<file path="src/bootstrap_regs_pkg.sv">
package bootstrap_regs_pkg;

    localparam int unsigned ADDR_W = 16;
    localparam int unsigned DATA_W = 32;

    // Register word offsets (64-bit registers take two words, low word first)
    localparam logic [15:0] OFS_CAPABILITY_LO = 16'h01C4;
    localparam logic [15:0] OFS_CAPABILITY_HI = 16'h01C8;
    localparam logic [15:0] OFS_CONFIG_LO     = 16'h01E0;
    localparam logic [15:0] OFS_CONFIG_HI     = 16'h01E4;
    localparam logic [15:0] OFS_KEEPALIVE     = 16'h01E8;
    localparam logic [15:0] OFS_MSG_CHAN      = 16'h01EC;
    localparam logic [15:0] OFS_TIME_LO       = 16'h01F0;
    localparam logic [15:0] OFS_TIME_HI       = 16'h01F4;
    localparam logic [15:0] OFS_TIME_CAPTURE  = 16'h01F8;
    localparam logic [15:0] OFS_TICK_LO       = 16'h01FC;
    localparam logic [15:0] OFS_TICK_HI       = 16'h0200;
    localparam logic [15:0] OFS_OWNERSHIP     = 16'h0204;
    localparam logic [15:0] OFS_LEGACY_ORDER  = 16'h0208;

    // Field positions
    localparam int unsigned CFG_KEEPALIVE_BIT   = 0;
    localparam int unsigned CFG_MULTI_BIT       = 1;
    localparam int unsigned CAP_ACCESS_PRIV_BIT = 1;
    localparam int unsigned CAP_MSG_CHAN_BIT    = 2;
    localparam int unsigned CAP_TIMESTAMP_BIT   = 3;
    localparam int unsigned CAP_MULTI_BIT       = 12;
    localparam int unsigned CAPTURE_BIT         = 0;
    localparam int unsigned OWN_W               = 3;

    // Reset values and codes
    localparam logic [31:0]      KEEPALIVE_MS_RESET = 32'h00000BB8;
    localparam logic [31:0]      MSG_CHAN_RESET     = 32'h00000000;
    localparam logic [63:0]      TIME_RESET         = 64'h0000000000000000;
    localparam logic [OWN_W-1:0] OWN_AVAILABLE      = 3'h0;
    localparam logic [OWN_W-1:0] OWN_EXCLUSIVE      = 3'h1;

    // Timing
    localparam int unsigned CLK_PERIOD_NS = 100;
    localparam int unsigned MS_NS         = 1000000;
    localparam int unsigned MS_CYCLES     = MS_NS / CLK_PERIOD_NS;
    localparam logic [63:0] TICK_NS       = 64'(CLK_PERIOD_NS);

endpackage

</file>
<file path="src/keepalive_timer.sv">
`timescale 1ns/10ps
module keepalive_timer #(
    parameter int unsigned MS_CYCLES = bootstrap_regs_pkg::MS_CYCLES
) (
    input  wire logic        clk_sys,    // System clock
    input  wire logic        rst_n,      // Synchronised reset
    input  wire logic        run,        // Timer enabled
    input  wire logic        restart,    // Host access seen
    input  wire logic [31:0] timeout_ms, // Timeout in milliseconds
    output logic             expire      // One-cycle expiry pulse
);

    localparam logic [31:0] MS_LAST = 32'(MS_CYCLES - 1);

    typedef struct packed {
        logic [31:0] prescale;
        logic [31:0] remaining;
        logic        expire;
    } timer_t;

    timer_t state_reg;
    timer_t state_next;

    always_comb begin
        state_next = state_reg;
        state_next.expire = 1'b0;
        if (!run || restart) begin
            // Reload from the full value on every host access
            state_next.prescale  = 32'h0;
            state_next.remaining = timeout_ms;
        end else if (state_reg.prescale == MS_LAST) begin
            state_next.prescale = 32'h0;
            if (state_reg.remaining <= 32'h1) begin
                state_next.expire    = 1'b1;
                state_next.remaining = timeout_ms;
            end else begin
                state_next.remaining = state_reg.remaining - 32'h1;
            end
        end else begin
            state_next.prescale = state_reg.prescale + 32'h1;
        end
    end

    always_ff @(posedge clk_sys or negedge rst_n) begin
        if (!rst_n) begin
            state_reg <= '0;
        end else begin
            state_reg <= state_next;
        end
    end

    assign expire = state_reg.expire;

endmodule

</file>
<file path="src/device_time_counter.sv">
`timescale 1ns/10ps
module device_time_counter #(
    parameter logic [63:0] STEP_NS = bootstrap_regs_pkg::TICK_NS
) (
    input  wire logic        clk_sys, // System clock
    input  wire logic        rst_n,   // Synchronised reset
    input  wire logic        capture, // Copy running time into held value
    output logic [63:0]      held_ns  // Last captured time
);

    typedef struct packed {
        logic [63:0] now_ns;
        logic [63:0] held_ns;
    } clock_t;

    clock_t state_reg;
    clock_t state_next;

    always_comb begin
        state_next = state_reg;
        state_next.now_ns = state_reg.now_ns + STEP_NS;
        if (capture) begin
            state_next.held_ns = state_reg.now_ns;
        end
    end

    always_ff @(posedge clk_sys or negedge rst_n) begin
        if (!rst_n) begin
            state_reg <= {bootstrap_regs_pkg::TIME_RESET, bootstrap_regs_pkg::TIME_RESET};
        end else begin
            state_reg <= state_next;
        end
    end

    assign held_ns = state_reg.held_ns;

endmodule

</file>
<file path="src/bootstrap_session_timestamp_regs.sv">
`timescale 1ns/10ps
////////////////////////////////////////////////////////////////////////////////
// Overview of operation
// - 64-bit config register; bit 0 enables keepalive; upper bits read zero.
// - Keepalive enable stays zero when access privilege is unsupported.
// - Bit 1 allows several events per packet, only when multi-event is capable.
// - Keepalive timeout register exists only with access privilege capability.
// - Keepalive expiry restores link communication parameters to defaults.
// - Any host read or write restarts keepalive timer from full timeout.
// - Keepalive timeout is 32-bit read-write milliseconds, reset 3000.
// - Message channel identifier resets to zero; host must write it.
// - Message channel identifier exists only with message channel capability.
// - Free-running time counter gives 64-bit read-only nanosecond timestamp, reset zero.
// - Writing capture register with bit 0 set copies current time.
// - Capture bit clears itself; no zero write needed.
// - 64-bit read-only register gives nanoseconds per counter tick.
// - Timestamp present implies capture and tick-size registers present.
// - Ownership field 3 bits: 0 available, 1 exclusive, 2-7 reserved, reset 0.
// - Keepalive expiry with ownership present clears ownership to 0.
// - Capability bit 1 keepalive/ownership, bit 2 message channel, bit 3 timestamp.
module bootstrap_session_timestamp_regs #(
    parameter int unsigned MS_CYCLES           = bootstrap_regs_pkg::MS_CYCLES,
    parameter bit          ACCESS_PRIV_CAPABLE = 1'b1,
    parameter bit          MSG_CHAN_CAPABLE    = 1'b1,
    parameter bit          TIMESTAMP_CAPABLE   = 1'b1,
    parameter bit          MULTI_NOTICE_CAPABLE = 1'b1
) (
    input  wire logic        clk_sys,               // 10 MHz system clock
    input  wire logic        arst_n,                // Asynchronous reset, active low
    input  wire logic        acc_req,               // Register access request, one cycle
    input  wire logic        acc_write,             // 1 write, 0 read
    input  wire logic [15:0] acc_addr,              // Byte address of the word
    input  wire logic [31:0] acc_wdata,             // Write data
    output logic             acc_ack,               // Access done, one cycle
    output logic             acc_err,               // Access refused, with ack
    output logic [31:0]      acc_rdata,             // Read data, valid with ack
    output logic             keepalive_on,          // Keepalive timer enabled
    output logic             multi_notice_on,       // Several events per packet allowed
    output logic [31:0]      path_ident,            // Message channel identifier
    output logic [2:0]       ownership,             // Current access privilege code
    output logic             link_defaults_restore  // Pulse: revert link to defaults
);

    ////////////////////////////////////////////////////////////////////////////
    // Reset release

    logic [1:0] rst_pipe_reg;
    logic       rst_n;

    always_ff @(posedge clk_sys or negedge arst_n) begin
        if (!arst_n) begin
            rst_pipe_reg <= 2'h0;
        end else begin
            rst_pipe_reg <= {rst_pipe_reg[0], 1'b1};
        end
    end

    assign rst_n = rst_pipe_reg[1];

    ////////////////////////////////////////////////////////////////////////////
    // Helpers

    function automatic logic hit(input logic [15:0] addr, input logic [15:0] ofs);
        hit = (addr == ofs);
    endfunction

    function automatic logic [31:0] word_of(input logic [63:0] value, input logic upper);
        word_of = upper ? value[63:32] : value[31:0];
    endfunction

    ////////////////////////////////////////////////////////////////////////////
    // State

    typedef struct packed {
        logic        keepalive_en;
        logic        multi_en;
        logic [31:0] timeout_ms;
        logic [31:0] path_ident;
        logic [2:0]  ownership;
        logic [31:0] rdata;
        logic        ack;
        logic        err;
        logic        restore;
    } regs_t;

    localparam regs_t RESET_STATE = '{
        keepalive_en: 1'b0,
        multi_en:     1'b0,
        timeout_ms:   bootstrap_regs_pkg::KEEPALIVE_MS_RESET,
        path_ident:   bootstrap_regs_pkg::MSG_CHAN_RESET,
        ownership:    bootstrap_regs_pkg::OWN_AVAILABLE,
        rdata:        32'h0,
        ack:          1'b0,
        err:          1'b0,
        restore:      1'b0
    };

    regs_t state_reg;
    regs_t state_next;

    ////////////////////////////////////////////////////////////////////////////
    // Capability word and sub-blocks

    logic [63:0] capability;
    logic        expire;
    logic        capture_now;
    logic [63:0] time_held;
    logic        is_write;
    logic        is_read;

    always_comb begin
        capability = 64'h0;
        capability[bootstrap_regs_pkg::CAP_ACCESS_PRIV_BIT] = ACCESS_PRIV_CAPABLE;
        capability[bootstrap_regs_pkg::CAP_MSG_CHAN_BIT]    = MSG_CHAN_CAPABLE;
        capability[bootstrap_regs_pkg::CAP_TIMESTAMP_BIT]   = TIMESTAMP_CAPABLE;
        capability[bootstrap_regs_pkg::CAP_MULTI_BIT]       = MULTI_NOTICE_CAPABLE;
    end

    assign is_write = acc_req && acc_write;
    assign is_read  = acc_req && !acc_write;

    // Capture acts in the request cycle so a read right after sees the new time
    assign capture_now = TIMESTAMP_CAPABLE && is_write
                         && hit(acc_addr, bootstrap_regs_pkg::OFS_TIME_CAPTURE)
                         && acc_wdata[bootstrap_regs_pkg::CAPTURE_BIT];

    keepalive_timer #(
        .MS_CYCLES  (MS_CYCLES)
    ) u_keepalive (
        .clk_sys    (clk_sys),
        .rst_n      (rst_n),
        .run        (state_reg.keepalive_en),
        .restart    (acc_req),
        .timeout_ms (state_reg.timeout_ms),
        .expire     (expire)
    );

    device_time_counter #(
        .STEP_NS    (bootstrap_regs_pkg::TICK_NS)
    ) u_time (
        .clk_sys    (clk_sys),
        .rst_n      (rst_n),
        .capture    (capture_now),
        .held_ns    (time_held)
    );

    ////////////////////////////////////////////////////////////////////////////
    // Register access and keepalive consequences

    always_comb begin
        state_next = state_reg;
        state_next.ack     = acc_req;
        state_next.err     = 1'b0;
        state_next.rdata   = 32'h0;
        state_next.restore = 1'b0;

        // Expiry first, so a host write in the same cycle takes precedence
        if (expire) begin
            state_next.restore = 1'b1;
            if (ACCESS_PRIV_CAPABLE && state_reg.keepalive_en) begin
                state_next.ownership = bootstrap_regs_pkg::OWN_AVAILABLE;
            end
        end

        if (is_write) begin
            if (hit(acc_addr, bootstrap_regs_pkg::OFS_CONFIG_LO)) begin
                state_next.keepalive_en = ACCESS_PRIV_CAPABLE
                    && acc_wdata[bootstrap_regs_pkg::CFG_KEEPALIVE_BIT];
                state_next.multi_en = MULTI_NOTICE_CAPABLE
                    && acc_wdata[bootstrap_regs_pkg::CFG_MULTI_BIT];
            end else if (hit(acc_addr, bootstrap_regs_pkg::OFS_CONFIG_HI)) begin
                state_next.err = 1'b0;
            end else if (ACCESS_PRIV_CAPABLE && hit(acc_addr, bootstrap_regs_pkg::OFS_KEEPALIVE)) begin
                state_next.timeout_ms = acc_wdata;
            end else if (MSG_CHAN_CAPABLE && hit(acc_addr, bootstrap_regs_pkg::OFS_MSG_CHAN)) begin
                state_next.path_ident = acc_wdata;
            end else if (TIMESTAMP_CAPABLE && hit(acc_addr, bootstrap_regs_pkg::OFS_TIME_CAPTURE)) begin
                state_next.err = 1'b0;
            end else if (ACCESS_PRIV_CAPABLE && hit(acc_addr, bootstrap_regs_pkg::OFS_OWNERSHIP)) begin
                state_next.ownership = acc_wdata[bootstrap_regs_pkg::OWN_W-1:0];
            end else if (hit(acc_addr, bootstrap_regs_pkg::OFS_LEGACY_ORDER)) begin
                state_next.err = 1'b0;
            end else begin
                // Read-only, absent or unmapped words refuse the write
                state_next.err = 1'b1;
            end
        end else if (is_read) begin
            if (hit(acc_addr, bootstrap_regs_pkg::OFS_CAPABILITY_LO)) begin
                state_next.rdata = word_of(capability, 1'b0);
            end else if (hit(acc_addr, bootstrap_regs_pkg::OFS_CAPABILITY_HI)) begin
                state_next.rdata = word_of(capability, 1'b1);
            end else if (hit(acc_addr, bootstrap_regs_pkg::OFS_CONFIG_LO)) begin
                state_next.rdata[bootstrap_regs_pkg::CFG_KEEPALIVE_BIT] = state_reg.keepalive_en;
                state_next.rdata[bootstrap_regs_pkg::CFG_MULTI_BIT]     = state_reg.multi_en;
            end else if (hit(acc_addr, bootstrap_regs_pkg::OFS_CONFIG_HI)) begin
                state_next.rdata = 32'h0;
            end else if (ACCESS_PRIV_CAPABLE && hit(acc_addr, bootstrap_regs_pkg::OFS_KEEPALIVE)) begin
                state_next.rdata = state_reg.timeout_ms;
            end else if (MSG_CHAN_CAPABLE && hit(acc_addr, bootstrap_regs_pkg::OFS_MSG_CHAN)) begin
                state_next.rdata = state_reg.path_ident;
            end else if (TIMESTAMP_CAPABLE && hit(acc_addr, bootstrap_regs_pkg::OFS_TIME_LO)) begin
                state_next.rdata = word_of(time_held, 1'b0);
            end else if (TIMESTAMP_CAPABLE && hit(acc_addr, bootstrap_regs_pkg::OFS_TIME_HI)) begin
                state_next.rdata = word_of(time_held, 1'b1);
            end else if (TIMESTAMP_CAPABLE && hit(acc_addr, bootstrap_regs_pkg::OFS_TIME_CAPTURE)) begin
                state_next.rdata = 32'h0;
            end else if (TIMESTAMP_CAPABLE && hit(acc_addr, bootstrap_regs_pkg::OFS_TICK_LO)) begin
                state_next.rdata = word_of(bootstrap_regs_pkg::TICK_NS, 1'b0);
            end else if (TIMESTAMP_CAPABLE && hit(acc_addr, bootstrap_regs_pkg::OFS_TICK_HI)) begin
                state_next.rdata = word_of(bootstrap_regs_pkg::TICK_NS, 1'b1);
            end else if (ACCESS_PRIV_CAPABLE && hit(acc_addr, bootstrap_regs_pkg::OFS_OWNERSHIP)) begin
                state_next.rdata[bootstrap_regs_pkg::OWN_W-1:0] = state_reg.ownership;
            end else if (hit(acc_addr, bootstrap_regs_pkg::OFS_LEGACY_ORDER)) begin
                state_next.rdata = 32'h0;
            end else begin
                state_next.err = 1'b1;
            end
        end
    end

    always_ff @(posedge clk_sys or negedge rst_n) begin
        if (!rst_n) begin
            state_reg <= RESET_STATE;
        end else begin
            state_reg <= state_next;
        end
    end

    ////////////////////////////////////////////////////////////////////////////
    // Outputs

    assign acc_ack               = state_reg.ack;
    assign acc_err               = state_reg.err;
    assign acc_rdata             = state_reg.rdata;
    assign keepalive_on          = state_reg.keepalive_en;
    assign multi_notice_on       = state_reg.multi_en;
    assign path_ident            = state_reg.path_ident;
    assign ownership             = state_reg.ownership;
    assign link_defaults_restore = state_reg.restore;

endmodule

</file>
<file path="config.mk">
export PLATFORM = sky130hd
export DESIGN_NAME = bootstrap_session_timestamp_regs
export DESIGN_NICKNAME = d
export VERILOG_FILES = /design/src/bootstrap_regs_pkg.sv /design/src/keepalive_timer.sv /design/src/device_time_counter.sv /design/src/bootstrap_session_timestamp_regs.sv
export SDC_FILE = /design/constraint.sdc
export NUM_CORES = 1
export LEC_CHECK = 0
export BUFFER_PORTS_ARGS = -buffer_cell sky130_fd_sc_hd__buf_2
export CAP_MARGIN = 20
export CORE_AREA = 2 2 176 178
export CTS_CLUSTER_DIAMETER = 50
export DETAILED_ROUTE_END_ITERATION = 6
export DIE_AREA = 0 0 178 180
export GPL_TIMING_DRIVEN = 0
export PLACE_DENSITY = 0.68
export SYNTH_ARGS = -nofsm -noshare
export SYNTH_HDL_FRONTEND = slang
export SYNTH_HIERARCHICAL = 1
export SYNTH_SLANG_ARGS = --single-unit
</file>
<file path="constraint.sdc">
create_clock -name clk_sys -period 17 [get_ports clk_sys]
set_input_delay 3.4 -clock clk_sys [delete_from_list [all_inputs] [get_ports clk_sys]]
set_output_delay 3.4 -clock clk_sys [all_outputs]
set_load 0.005 [all_outputs]
</file>
==> summary.md <==
| Metric | Value |
|---|---|
| Kind of critical path | input pin to register |
| Pre-CTS WS | 10.61 ns |
| Mapped cell area | 14900 sq um |
| H-tree Lvls | 2 |
| Yosys cell types | 84 |
| Critical-path maximum fanout | 10 |
| Asr flop ratio synth | 100% |
| Synth Register Bits | 295 |
| Tcrit/Tclk final | 34.4% |
| Hold Crit Depth | 0 |
| Total CTS buffers | 37 |
| Grt ovf | 0 |
| Top Family by Delay on Critical Path | simple AND/OR/NAND/NOR gates |
| Root Buffer | clkbuf_16 |
| Detailed Place HPWL | 28100 um |
| Worst slew margin | 38.6% |
| IO Pins | 124 |
| Slew at the pin closest to its max-slew limit | 0.912 ns |
| Sink Count | 295 |
| Max incr delay on CP | 0.60 ns |
| Max cap viols | 0 |
| Worst Path Arrival | 6.24 ns |
| Main area contributors after synthesis | dfrtp_1 48%, mux2_2 7.3%, buf_4 6.8% |
| Slowest CP cell | nor4_2 |
| GRT met3 Usage | 3.91% |
| Max rail drop VDD | 0.0607 mV |
| Synth top area share | 48.5% |
| Syn_area_per_cell | 11.2 sq um |
| Met2 Usage GRT | 39.4% |
| Final instance area | 17300 sq um |
| Worst Hold Endpoint | rst_pipe_reg[1]$_DFF_PN0_ |
| Hold Violations, Final | 0 |
| Vias | 10.9k |
| Initial antenna violation count | 0 |
| CTS tree | done |
| # fillers | 2537 |
| Syn Inst Count | 1327 |
| Final Util | 57.2% |
| Initial core utilization | 49.3% |
| Grt met1 use | 32.9% |
| Routed length per placed instance | 20.0 um |
| Final wirelength | 38200 um |
| Post-layout minimum cycle time | 5.85 ns |
| Largest net degree at the start of global routing | 71 |
| Synth warnings | 6 |
| TritonRoute pass-1 iters | 5 |
| Most frequent cells in the layout | 287 x dfrtp_1, 141 x buf_2, 135 x buf_4, 96 x mux2_2, 84 x nor2_1 |
| Largest register FFs | 64 |
| Unrepaired setup endpoints after global routing | false |
| DR DRC count | 0 |
| Die height | 180 um |
| Routability Congestion | 0.956 |
| Num rows | 64 |
| Commonest non-fill, non-tap cell in the layout | dfrtp_1 |
| Critical Path RT | 17.39 ns |
| Initial drt markers | 871 |
| Layout cell share with drive strength beyond 1 | 33.9% |
| Most used DFF post-synth | dfrtp_1 |
| Synth area leader | dfrtp_1 |
| Leak Pwr | 0.00831 uW |
| Crit path cell chain | buf_2, nor4_2, nand3_1, nor4_1, clkbuf_1, buf_1, mux2_2 |
| First-pass GRT wire length | 60800 um |
| Post-CTS sizing | 0 |
| Min-delay src | rst_pipe_reg[0]$_DFF_PN0_ |
| Clk buf depth | 3 |
| Placed cell area | 16100 sq um |
| Area growth, synth to finish | 16.2% |
| Fmax | 0.171 GHz |
| Worst Clk Skew | 0.0106 ns |
| Setup TNS Final | 0 ns |
| Setup violations, final | 0 |
| Worst Hold Class | register to register |
| R2r setup slk | 14.26 ns |
| Total GRT Usage | 24.2% |
| Core Box Area | 30200 sq um |
| Status | finished clean |
| Avg Vias per Cell | 5.70 |
| Antenna-violating nets left | 0 |
| Reg2Reg Depth | 9 |
| Dpl cells | 1851 |
| Pwr Density | 89.3 nW/um^2 |
| RR Startpoint | u_keepalive/state_reg[33]$_DFF_PN0_ |
| Critical Path Sink Type | register |
| Part of the Yosys area used for sequential elements | 49.7% |
| Final antenna diode count | 0 |
| Nets | 1550 |
| Post-route insts no fill | 1911 |
| IO buf count | 123 |
| Final slew viol count | 0 |
| Setup ws final | 11.15 ns |
| Buffers & Inverters on Critical Path | 3 |
| Most Crowded Layer GR | met2 |
| Hold-fix buffers at CTS | 0 |
| EDFF count, synth | 0 |
| Number of global-route vias before repair | 10.8k |
| Postcts setup bufs | 0 |
| R2R Path End | u_keepalive/state_reg[27]$_DFFE_PN0P_ |
| Crit start category | input pin |
| Die ar. | 32000 sq um |
| Clock slew at reported path FFs | 0.06 ns |
| Die Wd | 178 um |
| Clock latency on the worst-skew pair | 0.51 ns |
## cells in the mapped netlist (all sizes together), types with 6 or more instances
library cell / instances
xnor2: 42
nand3: 51
a31oi: 11
inv: 31
nand4: 33
nor4b: 6
nor3: 35
o22ai: 6
o311ai: 6
mux2i: 8
dfrtp: 288
nor4: 29
a21oi: 48
or3: 14
nor2b: 10
buf: 163
dfstp: 7
clkbuf: 16
and3: 18
nor2: 88
xor2: 43
a221o: 6
mux2: 126
o211ai: 7
a22oi: 53
o21ai: 28
nand2: 78
## worst max path at each step
stage	cells after the start	to	startpoint	slack, ns
floorplan	0	acc_ack$_DFF_PN0_	rst_pipe_reg[1]$_DFF_PN0_	8.18
finish	7	u_time/held_ns[51]$_DFFE_PN0P_	acc_addr[13]	11.15
CTS	7	u_time/held_ns[51]$_DFFE_PN0P_	acc_addr[13]	11.15
detailed placement	7	u_time/held_ns[51]$_DFFE_PN0P_	acc_addr[13]	10.61
global placement	0	path_ident[5]$_DFFE_PN0P_	rst_pipe_reg[1]$_DFF_PN0_	4.80
global route	7	u_time/held_ns[55]$_DFFE_PN0P_	acc_addr[13]	10.76
## cell families (layout without fill, tap and decap cells)
group | count (synthesis) | after routing | synth area share (%)
AND/OR/NAND/NOR | 391 | 391 | 14.8
flip-flops | 295 | 295 | 49.7
multiplexers | 134 | 134 | 10.8
XOR/XNOR | 85 | 85 | 5.06
buffers and inverters | 210 | 397 | 9.22
other | 2 | 3 | 0.0505
AO/OA/AOI/OAI | 206 | 206 | 9.95
adder cells (fa/ha/maj) | 4 | 4 | 0.337
## report_power, final
group	internal [uW]	leakage, uW	switching (uW)	total (uW)
logic	21.2	0.00371	46.1	67.3
clock network	474	0.000574	289	763
registers	706	0.00403	6.33	712
total	1200	0.00831	341	1540
## metal layers
metal	part of all wire, %	vias up	wire length, um
met4	3.3	0	1280
met3	5.5	82	2110
met5	0	-	0
li1	-	4988	-
met1	43	5480	16300
met2	49	343	18600
## metrics by stage
stage / hold slack (ns) / power (uW)
floorplan: 0.331 / 763
global placement: 0.335 / 787
detailed placement: 0.339 / 791
CTS: 0.350 / 1560
global route: 0.360 / 1600
finish: 0.341 / 1540
## cell type report
cell class              count  area (sq um)  share of cell area [%]
clock inverters             9           136                   0.789
well taps                 396           495                    2.87
flip-flops and latches    295          7390                    42.8
inverters                  31           116                   0.673
multi-input cells         823          6110                    35.4
repair buffers            127           726                    4.20
clock buffers              51          1050                    6.07
plain buffers             179          1250                    7.26
Note: power is estimated with default switching activity, not from simulation.
